`config.mk`:
```
export PLATFORM = sky130hd
export DESIGN_NAME = ccc_calendar_ctrl
export DESIGN_NICKNAME = d
export VERILOG_FILES = /design/src/design/ccc_pkg.sv /design/src/design/ccc_calendar_ctrl.sv
export SDC_FILE = /design/constraint.sdc
export NUM_CORES = 1
export LEC_CHECK = 0
export BUFFER_PORTS_ARGS = -buffer_cell sky130_fd_sc_hd__buf_4
export CORE_ASPECT_RATIO = 1.1
export CORE_MARGIN = 1
export CORE_UTILIZATION = 50
export DETAILED_ROUTE_END_ITERATION = 10
export PLACE_DENSITY = 0.77
export SLEW_MARGIN = 20
export SYNTH_ARGS = -nofsm -noshare
export SYNTH_HDL_FRONTEND = slang
export SYNTH_SLANG_ARGS = --single-unit
```
`constraint.sdc`:
```
create_clock -name core_clk -period 5.35 [get_ports core_clk]
set_input_delay 0.8025 -clock core_clk [delete_from_list [all_inputs] [get_ports core_clk]]
set_output_delay 0.8025 -clock core_clk [all_outputs]
set_load 0.02 [all_outputs]
```
`src/design/ccc_pkg.sv`:
```
// package of the calendar clock control block
// assumes one 25 MHz core clock and a byte-wide cpu register access
package ccc_pkg;
  // register byte addresses
  localparam logic [19:0] CCC_PRIMARY_ADDR   = 20'hFFF9D;
  localparam logic [19:0] CCC_SECONDARY_ADDR = 20'hFFF9E;
  // primary control fields
  localparam int CCC_RUN_BIT    = 7;
  localparam int CCC_ACC_BIT    = 6;
  localparam int CCC_OUTEN_BIT  = 5;
  localparam int CCC_RSVD_BIT   = 4;
  localparam int CCC_FMT_BIT    = 3;
  localparam int CCC_PER_LSB    = 0;
  // secondary control fields
  localparam int CCC_AMEN_BIT   = 7;
  localparam int CCC_AIEN_BIT   = 6;
  localparam int CCC_TIEN_BIT   = 5;
  localparam int CCC_AHIT_BIT   = 4;
  localparam int CCC_PHIT_BIT   = 3;
  localparam int CCC_ACK_BIT    = 1;
  localparam int CCC_HREQ_BIT   = 0;
  // values after reset
  localparam logic [7:0] CCC_PRIMARY_RST   = 8'h00;
  localparam logic [7:0] CCC_SECONDARY_RST = 8'h00;
  // period select codes
  localparam logic [2:0] CCC_PER_NONE  = 3'h0;
  localparam logic [2:0] CCC_PER_HALF  = 3'h1;
  localparam logic [2:0] CCC_PER_SEC   = 3'h2;
  localparam logic [2:0] CCC_PER_MIN   = 3'h3;
  localparam logic [2:0] CCC_PER_HOUR  = 3'h4;
  localparam logic [2:0] CCC_PER_DAY   = 3'h5;
  // hours codes for midnight in each format and for noon in 12-hour format
  localparam logic [5:0] CCC_MIDNIGHT_12 = 6'h12;
  localparam logic [5:0] CCC_MIDNIGHT_24 = 6'h00;
  localparam logic [5:0] CCC_NOON_12     = 6'h32;
  // sub-second counter marks; the counter steps by two per sub tick so
  // that its 16 bits wrap once a second and bit 15 is a 1 Hz square wave
  localparam logic [15:0] CCC_SUB_STEP = 16'h0002;
  localparam logic [15:0] CCC_SUB_HALF = 16'h7FFE;
  localparam logic [15:0] CCC_SUB_LAST = 16'hFFFE;
  // subsystem clock rate and its enable divider
  localparam int CCC_CORE_CLK_HZ = 25_000_000;
  localparam int CCC_SUB_CLK_HZ  = 32_768;
  localparam int CCC_SUB_DIV     = CCC_CORE_CLK_HZ / CCC_SUB_CLK_HZ;
  // hold handshake states
  typedef enum logic [1:0] {
    CCC_HOLD_RUN   = 2'b00,
    CCC_HOLD_ACC   = 2'b01,
    CCC_HOLD_DRAIN = 2'b10
  } ccc_hold_type;
endpackage

```
`src/design/ccc_calendar_ctrl.sv`:
```
// control and status logic of the calendar clock: control registers,
// sub-second counter, hold handshake, periodic and alarm events
// assumes the time counters sit outside and report their values and carries
`timescale 1ns/1ps
// Notes on behaviour
// [RQ1] run bit gates counting and 1 Hz pin
// [RQ2] format bit picks 12 or 24 hour
// [RQ3] software holds before rewriting hours on format change
// [RQ4] period field picks periodic event rate
// [RQ5] software masks irq around period change
// [RQ6] software writes zero to reserved bit 4
// [RQ7] match enable turns alarm comparison on
// [RQ8] software masks irq around match enable change
// [RQ9] match enable zero while programming alarm
// [RQ10] alarm irq enable gates alarm onto irq
// [RQ11] trim irq enable gates correction tick irq
// [RQ12] alarm flag set one sub tick after match
// [RQ13] period flag set with each periodic event
// [RQ14] writing zero clears flags, one keeps
// [RQ15] software uses byte writes to keep flags
// [RQ16] hold request freezes counters, ack within tick
// [RQ17] ack low counting, high in access mode
// [RQ18] ack stays high until counter write done
// [RQ19] software finishes access within one second
// [RQ20] carry during hold applied after release
// [RQ21] seconds write clears sub counter and carry
// [RQ22] periodic and alarm share one irq
// [RQ23] reset clears secondary register to zero
// [RQ24] 12-hour midnight 12H, noon 32H, bit5 pm
// [RQ25] alarm matches on minute, hour, weekday equal
module ccc_calendar_ctrl
  import ccc_pkg::*;
#(
  parameter int SUB_DIV = CCC_SUB_DIV
) (
  input  wire logic        core_clk,
  input  wire logic        sys_rst,
  input  wire logic [19:0] bus_addr,
  input  wire logic        bus_wr,
  input  wire logic        bus_bit_wr,
  input  wire logic [2:0]  bus_bit_idx,
  input  wire logic        bus_rd,
  input  wire logic [7:0]  bus_wdata,
  output logic      [7:0]  bus_rdata,
  input  wire logic [6:0]  cur_minute,
  input  wire logic [5:0]  cur_hour,
  input  wire logic [2:0]  cur_weekday,
  input  wire logic [6:0]  alarm_minute,
  input  wire logic [5:0]  alarm_hour,
  input  wire logic [2:0]  alarm_weekday,
  input  wire logic        minute_carry,
  input  wire logic        hour_carry,
  input  wire logic        month_carry,
  input  wire logic        seconds_write,
  input  wire logic        counter_write_busy,
  input  wire logic        precise_1hz,
  input  wire logic        trim_tick,
  output logic             seconds_inc,
  output logic             counters_frozen,
  output logic             hour_format_sel,
  output logic             one_hz_pin,
  output logic             clock_irq,
  output logic             trim_tick_irq
);

  // subsystem tick divider state
  logic [15:0]  div_reg, div_next;
  logic         sub_en;
  // control registers
  logic [7:0]   pri_reg, pri_next;
  logic         amen_reg, amen_next, aien_reg, aien_next, tien_reg, tien_next;
  logic         ahit_reg, ahit_next, phit_reg, phit_next, hreq_reg, hreq_next;
  logic [7:0]   sec_rd;
  // time base state
  logic [15:0]  sub_reg, sub_next;
  logic         carry_reg, carry_next;
  logic         sinc_reg, sinc_next;
  ccc_hold_type hold_reg, hold_next;
  logic         eq_reg, eq_next, apend_reg, apend_next;
  logic         hz_reg, hz_next;
  logic         cirq_reg, cirq_next, tirq_reg, tirq_next;
  logic [7:0]   rdata_reg, rdata_next;
  // decoded helpers
  logic         wr_pri, wr_sec, run, overflow, half_evt, period_evt, alarm_set;
  logic         alarm_eq, midnight;
  logic [7:0]   pri_wval, sec_wval;
  logic [2:0]   per_sel;

  // sub clock enable divider; trades exact 32.768 kHz for a whole divide
  always_comb begin
    sub_en   = (div_reg == 16'(SUB_DIV - 1));
    div_next = sub_en ? 16'h0000 : div_reg + 16'h0001;
  end

  // secondary register as software reads it
  always_comb begin
    sec_rd = 8'h00;
    sec_rd[CCC_AMEN_BIT] = amen_reg;
    sec_rd[CCC_AIEN_BIT] = aien_reg;
    sec_rd[CCC_TIEN_BIT] = tien_reg;
    sec_rd[CCC_AHIT_BIT] = ahit_reg;
    sec_rd[CCC_PHIT_BIT] = phit_reg;
    sec_rd[CCC_ACK_BIT]  = (hold_reg != CCC_HOLD_RUN);
    sec_rd[CCC_HREQ_BIT] = hreq_reg;
  end

  // byte writes take the data, bit writes merge into the current value
  always_comb begin
    wr_pri   = (bus_wr || bus_bit_wr) && (bus_addr == CCC_PRIMARY_ADDR);
    wr_sec   = (bus_wr || bus_bit_wr) && (bus_addr == CCC_SECONDARY_ADDR);
    pri_wval = bus_wdata;
    sec_wval = bus_wdata;
    if (bus_bit_wr) begin
      pri_wval = pri_reg;
      pri_wval[bus_bit_idx] = bus_wdata[0];
      sec_wval = sec_rd;
      sec_wval[bus_bit_idx] = bus_wdata[0];
    end
  end

  // control fields steering the time base
  always_comb begin
    run             = pri_reg[CCC_RUN_BIT];
    per_sel         = pri_reg[CCC_PER_LSB +: 3];
    // [RQ2] format select out
    hour_format_sel = pri_reg[CCC_FMT_BIT];
  end

  // [RQ24] midnight code per format
  always_comb begin
    midnight = hour_format_sel ? (cur_hour == CCC_MIDNIGHT_24) : (cur_hour == CCC_MIDNIGHT_12);
  end

  // sub-second counter, carry keeping and seconds increment
  always_comb begin
    sub_next   = sub_reg;
    carry_next = carry_reg;
    sinc_next  = 1'b0;
    overflow   = run && sub_en && (sub_reg == CCC_SUB_LAST);
    half_evt   = run && sub_en && (sub_reg == CCC_SUB_HALF);
    // [RQ1] counting only while run
    if (run && sub_en) begin
      sub_next = sub_reg + CCC_SUB_STEP; // one wrap per second
    end
    // [RQ20] keep carry while held
    if (overflow && (hold_reg != CCC_HOLD_RUN || hreq_reg)) begin
      carry_next = 1'b1;
    end else if (overflow) begin
      sinc_next = 1'b1;
    end else if (carry_reg && sub_en && hold_next == CCC_HOLD_RUN && !hreq_reg) begin
      carry_next = 1'b0;
      sinc_next  = 1'b1;
    end
    // [RQ21] seconds write clears
    if (seconds_write) begin
      sub_next   = 16'h0000;
      carry_next = 1'b0;
      sinc_next  = 1'b0;
    end
  end

  // hold handshake; ack follows the request at the next sub tick
  always_comb begin
    hold_next = hold_reg;
    case (hold_reg)
      // [RQ16] ack within one tick
      CCC_HOLD_RUN: begin
        if (hreq_reg && sub_en) begin
          hold_next = CCC_HOLD_ACC;
        end
      end
      CCC_HOLD_ACC: begin
        if (!hreq_reg && sub_en) begin
          // [RQ18] wait for pending write
          hold_next = counter_write_busy ? CCC_HOLD_DRAIN : CCC_HOLD_RUN;
        end
      end
      CCC_HOLD_DRAIN: begin
        if (hreq_reg && sub_en) begin
          hold_next = CCC_HOLD_ACC;
        end else if (!counter_write_busy && sub_en) begin
          hold_next = CCC_HOLD_RUN;
        end
      end
      default: begin
        hold_next = CCC_HOLD_RUN;
      end
    endcase
  end

  // periodic event selection
  always_comb begin
    // [RQ4] period rate decode
    case (per_sel)
      CCC_PER_NONE: period_evt = 1'b0;
      CCC_PER_HALF: period_evt = half_evt || sinc_reg;
      CCC_PER_SEC:  period_evt = sinc_reg;
      CCC_PER_MIN:  period_evt = minute_carry;
      CCC_PER_HOUR: period_evt = hour_carry;
      CCC_PER_DAY:  period_evt = hour_carry && midnight;
      default:      period_evt = month_carry;
    endcase
  end

  // alarm compare; only a fresh match counts so one match gives one event
  always_comb begin
    // [RQ25] equality compare
    alarm_eq   = (cur_minute == alarm_minute) && (cur_hour == alarm_hour) &&
                 (cur_weekday == alarm_weekday);
    eq_next    = sub_en ? alarm_eq : eq_reg;
    apend_next = apend_reg;
    alarm_set  = 1'b0;
    // [RQ7] compare only when enabled
    if (sub_en && amen_reg && alarm_eq && !eq_reg) begin
      apend_next = 1'b1;
    end else if (sub_en && apend_reg) begin
      // [RQ12] flag one tick later
      apend_next = 1'b0;
      alarm_set  = amen_reg;
    end
  end

  // register writes and flag updates
  always_comb begin
    pri_next  = pri_reg;
    amen_next = amen_reg;
    aien_next = aien_reg;
    tien_next = tien_reg;
    hreq_next = hreq_reg;
    ahit_next = ahit_reg;
    phit_next = phit_reg;
    if (wr_pri) begin
      pri_next = pri_wval;
      pri_next[CCC_RSVD_BIT] = 1'b0;
    end
    if (wr_sec) begin
      amen_next = sec_wval[CCC_AMEN_BIT];
      aien_next = sec_wval[CCC_AIEN_BIT];
      tien_next = sec_wval[CCC_TIEN_BIT];
      hreq_next = sec_wval[CCC_HREQ_BIT];
      // [RQ14] zero clears, one keeps
      ahit_next = ahit_reg && sec_wval[CCC_AHIT_BIT];
      phit_next = phit_reg && sec_wval[CCC_PHIT_BIT];
    end
    // [RQ12] set wins over clear
    if (alarm_set) begin
      ahit_next = 1'b1;
    end
    // [RQ13] period flag set
    if (period_evt) begin
      phit_next = 1'b1;
    end
  end

  // outputs: irq pulses, 1 Hz pin, read data
  always_comb begin
    // [RQ22] shared irq source
    // [RQ10] alarm irq gated
    cirq_next = period_evt || (alarm_set && aien_reg);
    // [RQ11] trim irq gated
    tirq_next = trim_tick && tien_reg;
    // [RQ1] pin only when run and enabled
    if (!run || !pri_reg[CCC_OUTEN_BIT]) begin
      hz_next = 1'b0;
    end else if (pri_reg[CCC_ACC_BIT]) begin
      hz_next = precise_1hz;
    end else begin
      hz_next = sub_reg[15];
    end
    rdata_next = rdata_reg;
    if (bus_rd) begin
      if (bus_addr == CCC_PRIMARY_ADDR) begin
        rdata_next = pri_reg;
      end else if (bus_addr == CCC_SECONDARY_ADDR) begin
        rdata_next = sec_rd;
      end else begin
        rdata_next = 8'h00;
      end
    end
  end

  // all state registered; synchronous reset
  always_ff @(posedge core_clk) begin
    if (sys_rst) begin
      div_reg   <= 16'h0000;
      pri_reg   <= CCC_PRIMARY_RST;
      // [RQ23] secondary cleared
      {amen_reg, aien_reg, tien_reg, ahit_reg} <= CCC_SECONDARY_RST[7:4];
      {phit_reg, hreq_reg} <= {CCC_SECONDARY_RST[3], CCC_SECONDARY_RST[0]};
      sub_reg   <= 16'h0000;
      carry_reg <= 1'b0;
      sinc_reg  <= 1'b0;
      hold_reg  <= CCC_HOLD_RUN;
      eq_reg    <= 1'b0;
      apend_reg <= 1'b0;
      hz_reg    <= 1'b0;
      cirq_reg  <= 1'b0;
      tirq_reg  <= 1'b0;
      rdata_reg <= 8'h00;
    end else begin
      div_reg   <= div_next;
      pri_reg   <= pri_next;
      amen_reg  <= amen_next;
      aien_reg  <= aien_next;
      tien_reg  <= tien_next;
      ahit_reg  <= ahit_next;
      phit_reg  <= phit_next;
      hreq_reg  <= hreq_next;
      sub_reg   <= sub_next;
      carry_reg <= carry_next;
      sinc_reg  <= sinc_next;
      hold_reg  <= hold_next;
      eq_reg    <= eq_next;
      apend_reg <= apend_next;
      hz_reg    <= hz_next;
      cirq_reg  <= cirq_next;
      tirq_reg  <= tirq_next;
      rdata_reg <= rdata_next;
    end
  end

  // [RQ17] ack and freeze from state
  assign counters_frozen = (hold_reg != CCC_HOLD_RUN);
  assign seconds_inc     = sinc_reg;
  assign one_hz_pin      = hz_reg;
  assign clock_irq       = cirq_reg;
  assign trim_tick_irq   = tirq_reg;
  assign bus_rdata       = rdata_reg;

endmodule

```
==> out/qor.yml <==
run_status:
  status: "complete, no violations"
critical_path:
  arrival_ps: 2580
  cp.required_ps: 5610
  path_cells: "buf_4, nand4bb_1, nor4_2, nor3b_4, a21oi_1, a211oi_2"
  cp_slowest_cell: "nor3b_4"
  worst-setup-path-type: "input port to flip-flop"
  worstPathMaxFanout: 14
  crit_path_max_incr_delay_ps: 590
  crit_path_start_kind: "input port"
  worst_setup_path_end_kind: "flip-flop"
clock_tree:
  clk_latency_ps: 340
  numCtsBuffers: 9
  clock_sinks: 61
  cts_max_level: 3
  cts_setup_buffers: 0
  hold_buffers: 0
  cts-root-buf: "clkbuf_8"
  max-clock-path-buffers: 2
  cts.repair.resized: 0
  cts_tree: "done"
  clkTransAtPathRegs_ps: 60
pwr:
  pwr-share-clk_pct: 41.4
  leakagePower_nw: 1.46
  internal-power_mw: 0.746
  pwr-share-comb_pct: 10.3
  power_mw: 0.957
  p_seq_share_pct: 48.3
  p_switching_mw: 0.211
  ir_drop_uv: 249
  netSwitchingFraction_pct: 22.1
  p_per_area_mw_per_mm2: 234
drt:
  via_per_inst: 5.52
  vias: 2940
  wl_met3_um: 524
  wl_per_cell_um: 13.8
  drt_wl_total_um: 7370
  drtAntennaViolNets: 0
  dr.pass1.iters: 4
  wl_met2_um: 3540
  wl_met1_um: 3150
  drcViolationCount: 0
  routed.top_layer: "met4"
  drt_iter0_markers: 130
timing:
  tns_ps: 0
  setup_viol: 0
  timing.final.ws_setup_ps: 3030
  finalMaxSlewViolations: 0
  final.period_utilization_pct: 43.3
  fin_crit_ps: 2320
  hold_ws_ps: 468
  skew_ps: 10.5
  tightest_slew_ps: 646
  finalHoldViolCount: 0
  rsz0062_at_grt: "no"
  slew_headroom_pct: 56.6
  fmax_ghz: 0.432
yosys:
  yosys-top-cells-count: "dfxtp_1 (61), nor2_1 (48), xnor2_1 (35)"
  yosys.area.top_type: "dfxtp_1"
  syn_area_mm2: 0.00325
  synth_ff_type: "dfxtp_1"
  syn_inst: 372
  yosysMostFrequentCell: "dfxtp_1"
  synth_nets: 450
  yosysWarnings: 0
  seq_area_frac_synth_pct: 37.6
  synth_edf_count: 0
  synthTopCellsByArea: "dfxtp_1 (38%), xnor2_1 (9.4%), nor2_1 (5.6%)"
  synth-seq-cells: 61
  synth_top_cell_area_share_pct: 37.6
  async_reset_ff_share_pct: 0
  syn_area_per_cell_um2: 8.72
  yosysUniqueCellTypes: 56
placement:
  dp_slack_ps: 2730
  place.gp.congestion: 0.824
  post-place-cells: 520
  io_buffers: 88
  dp_hpwl_um: 5560
floorplan:
  die_area_mm2: 0.00682
  core_area_mm2: 0.00623
  num_rows: 30
  dieHeight_um: 86.5
  ios: 89
  start_util_pct: 52.1
  fp.dieW_um: 78.8
final_layout:
  largest_reg_flops: 16
  synthToLayoutAreaGrowth_pct: 26.2
  layout-drive-gt1-share_pct: 27.4
  final_cells: 533
  nNetsFinal: 529
  diodes: 0
run:
  cap_viol_max_count: 0
global_routing:
  grt_usage_pct: 22.7
  grt_remaining_overflow: 0
  grt_pass1_wl_um: 12100
  grt_max_degree: 34
  antenna_found_initial: 0
  grt_pass1_vias: 2768
worst_hold_path:
  min_path_type: "flip-flop to flip-flop"
-- power groups by stage --
stage	registers (mW)	logic (mW)	clock network [mW]
floorplan	0.474	0.0404	0
global placement	0.472	0.0978	0
detailed placement	0.472	0.0991	0
CTS	0.462	0.0994	0.407
global route	0.462	0.107	0.427
finish	0.462	0.0987	0.396
-- layout make-up --
type	count	area [µm²]
fill	541	2130
clock buffer	11	151
timing repair buffer	88	661
tap	80	100
clock inverter	2	35.0
sequential	61	1220
multi-input combinational	281	1890
inverter	10	37.5
-- through the flow --
stage          area [µm²]  utilization [%]
2_1_floorplan        3250                -
6_report             4100             65.7
3_3_place_gp         3910             62.8
5_1_grt              4100             65.7
4_1_cts              4100             65.7
3_5_place_dp         3910             62.8
-- per-layer routing --
layer / vias to the layer above / track usage, %
met2: 92 / 39.0
met4: 0 / 13.1
met5: - / 0
met1: 1335 / 26.2
li1: 1500 / -
met3: 13 / 4.74
-- path summary, 6_finish.rpt --
path                           from                       to  slack, ps  cells after the start
max                     bus_addr[6]  pri_reg[3]$_SDFFE_PP0P_       3030                      6
min          apend_reg$_SDFFE_PP0P_    ahit_reg$_SDFFE_PP0P_        470                      2
max reg2reg   div_reg[0]$_SDFF_PP0_    div_reg[2]$_SDFF_PP0_       3240                      5
min reg2reg  apend_reg$_SDFFE_PP0P_    ahit_reg$_SDFFE_PP0P_        470                      2
-- layout by cell type (no fill, tap or decap), drive strengths merged, types with 9 or more instances in the layout --
| cell type | n |
|---|---|
| xor2 | 9 |
| xnor2 | 35 |
| nor2 | 48 |
| a21oi | 19 |
| o21ai | 11 |
| buf | 88 |
| nand4 | 20 |
| inv | 10 |
| dfxtp | 61 |
| nor4 | 10 |
| nand3 | 21 |
| clkbuf | 11 |
| a211oi | 18 |
| nand2 | 20 |
-- critical path: cells and delay by family --
kind,cells,cell delay [ps]
AND/OR/NAND/NOR,3,1250
AO/OA/AOI/OAI,2,410
buffers and inverters,1,100
-- cell families after synthesis --
family	after synthesis	synth area share (%)
AOI/OAI and AO/OA	71	15.0
xor gates and xnor gates	44	11.9
adders and majority gates	3	1.16
buffers and inverters	30	4.12
DFF	61	37.6
muxes	2	0.617
and+or+nand+nor	161	29.6
(Power assumes the default switching activity.)
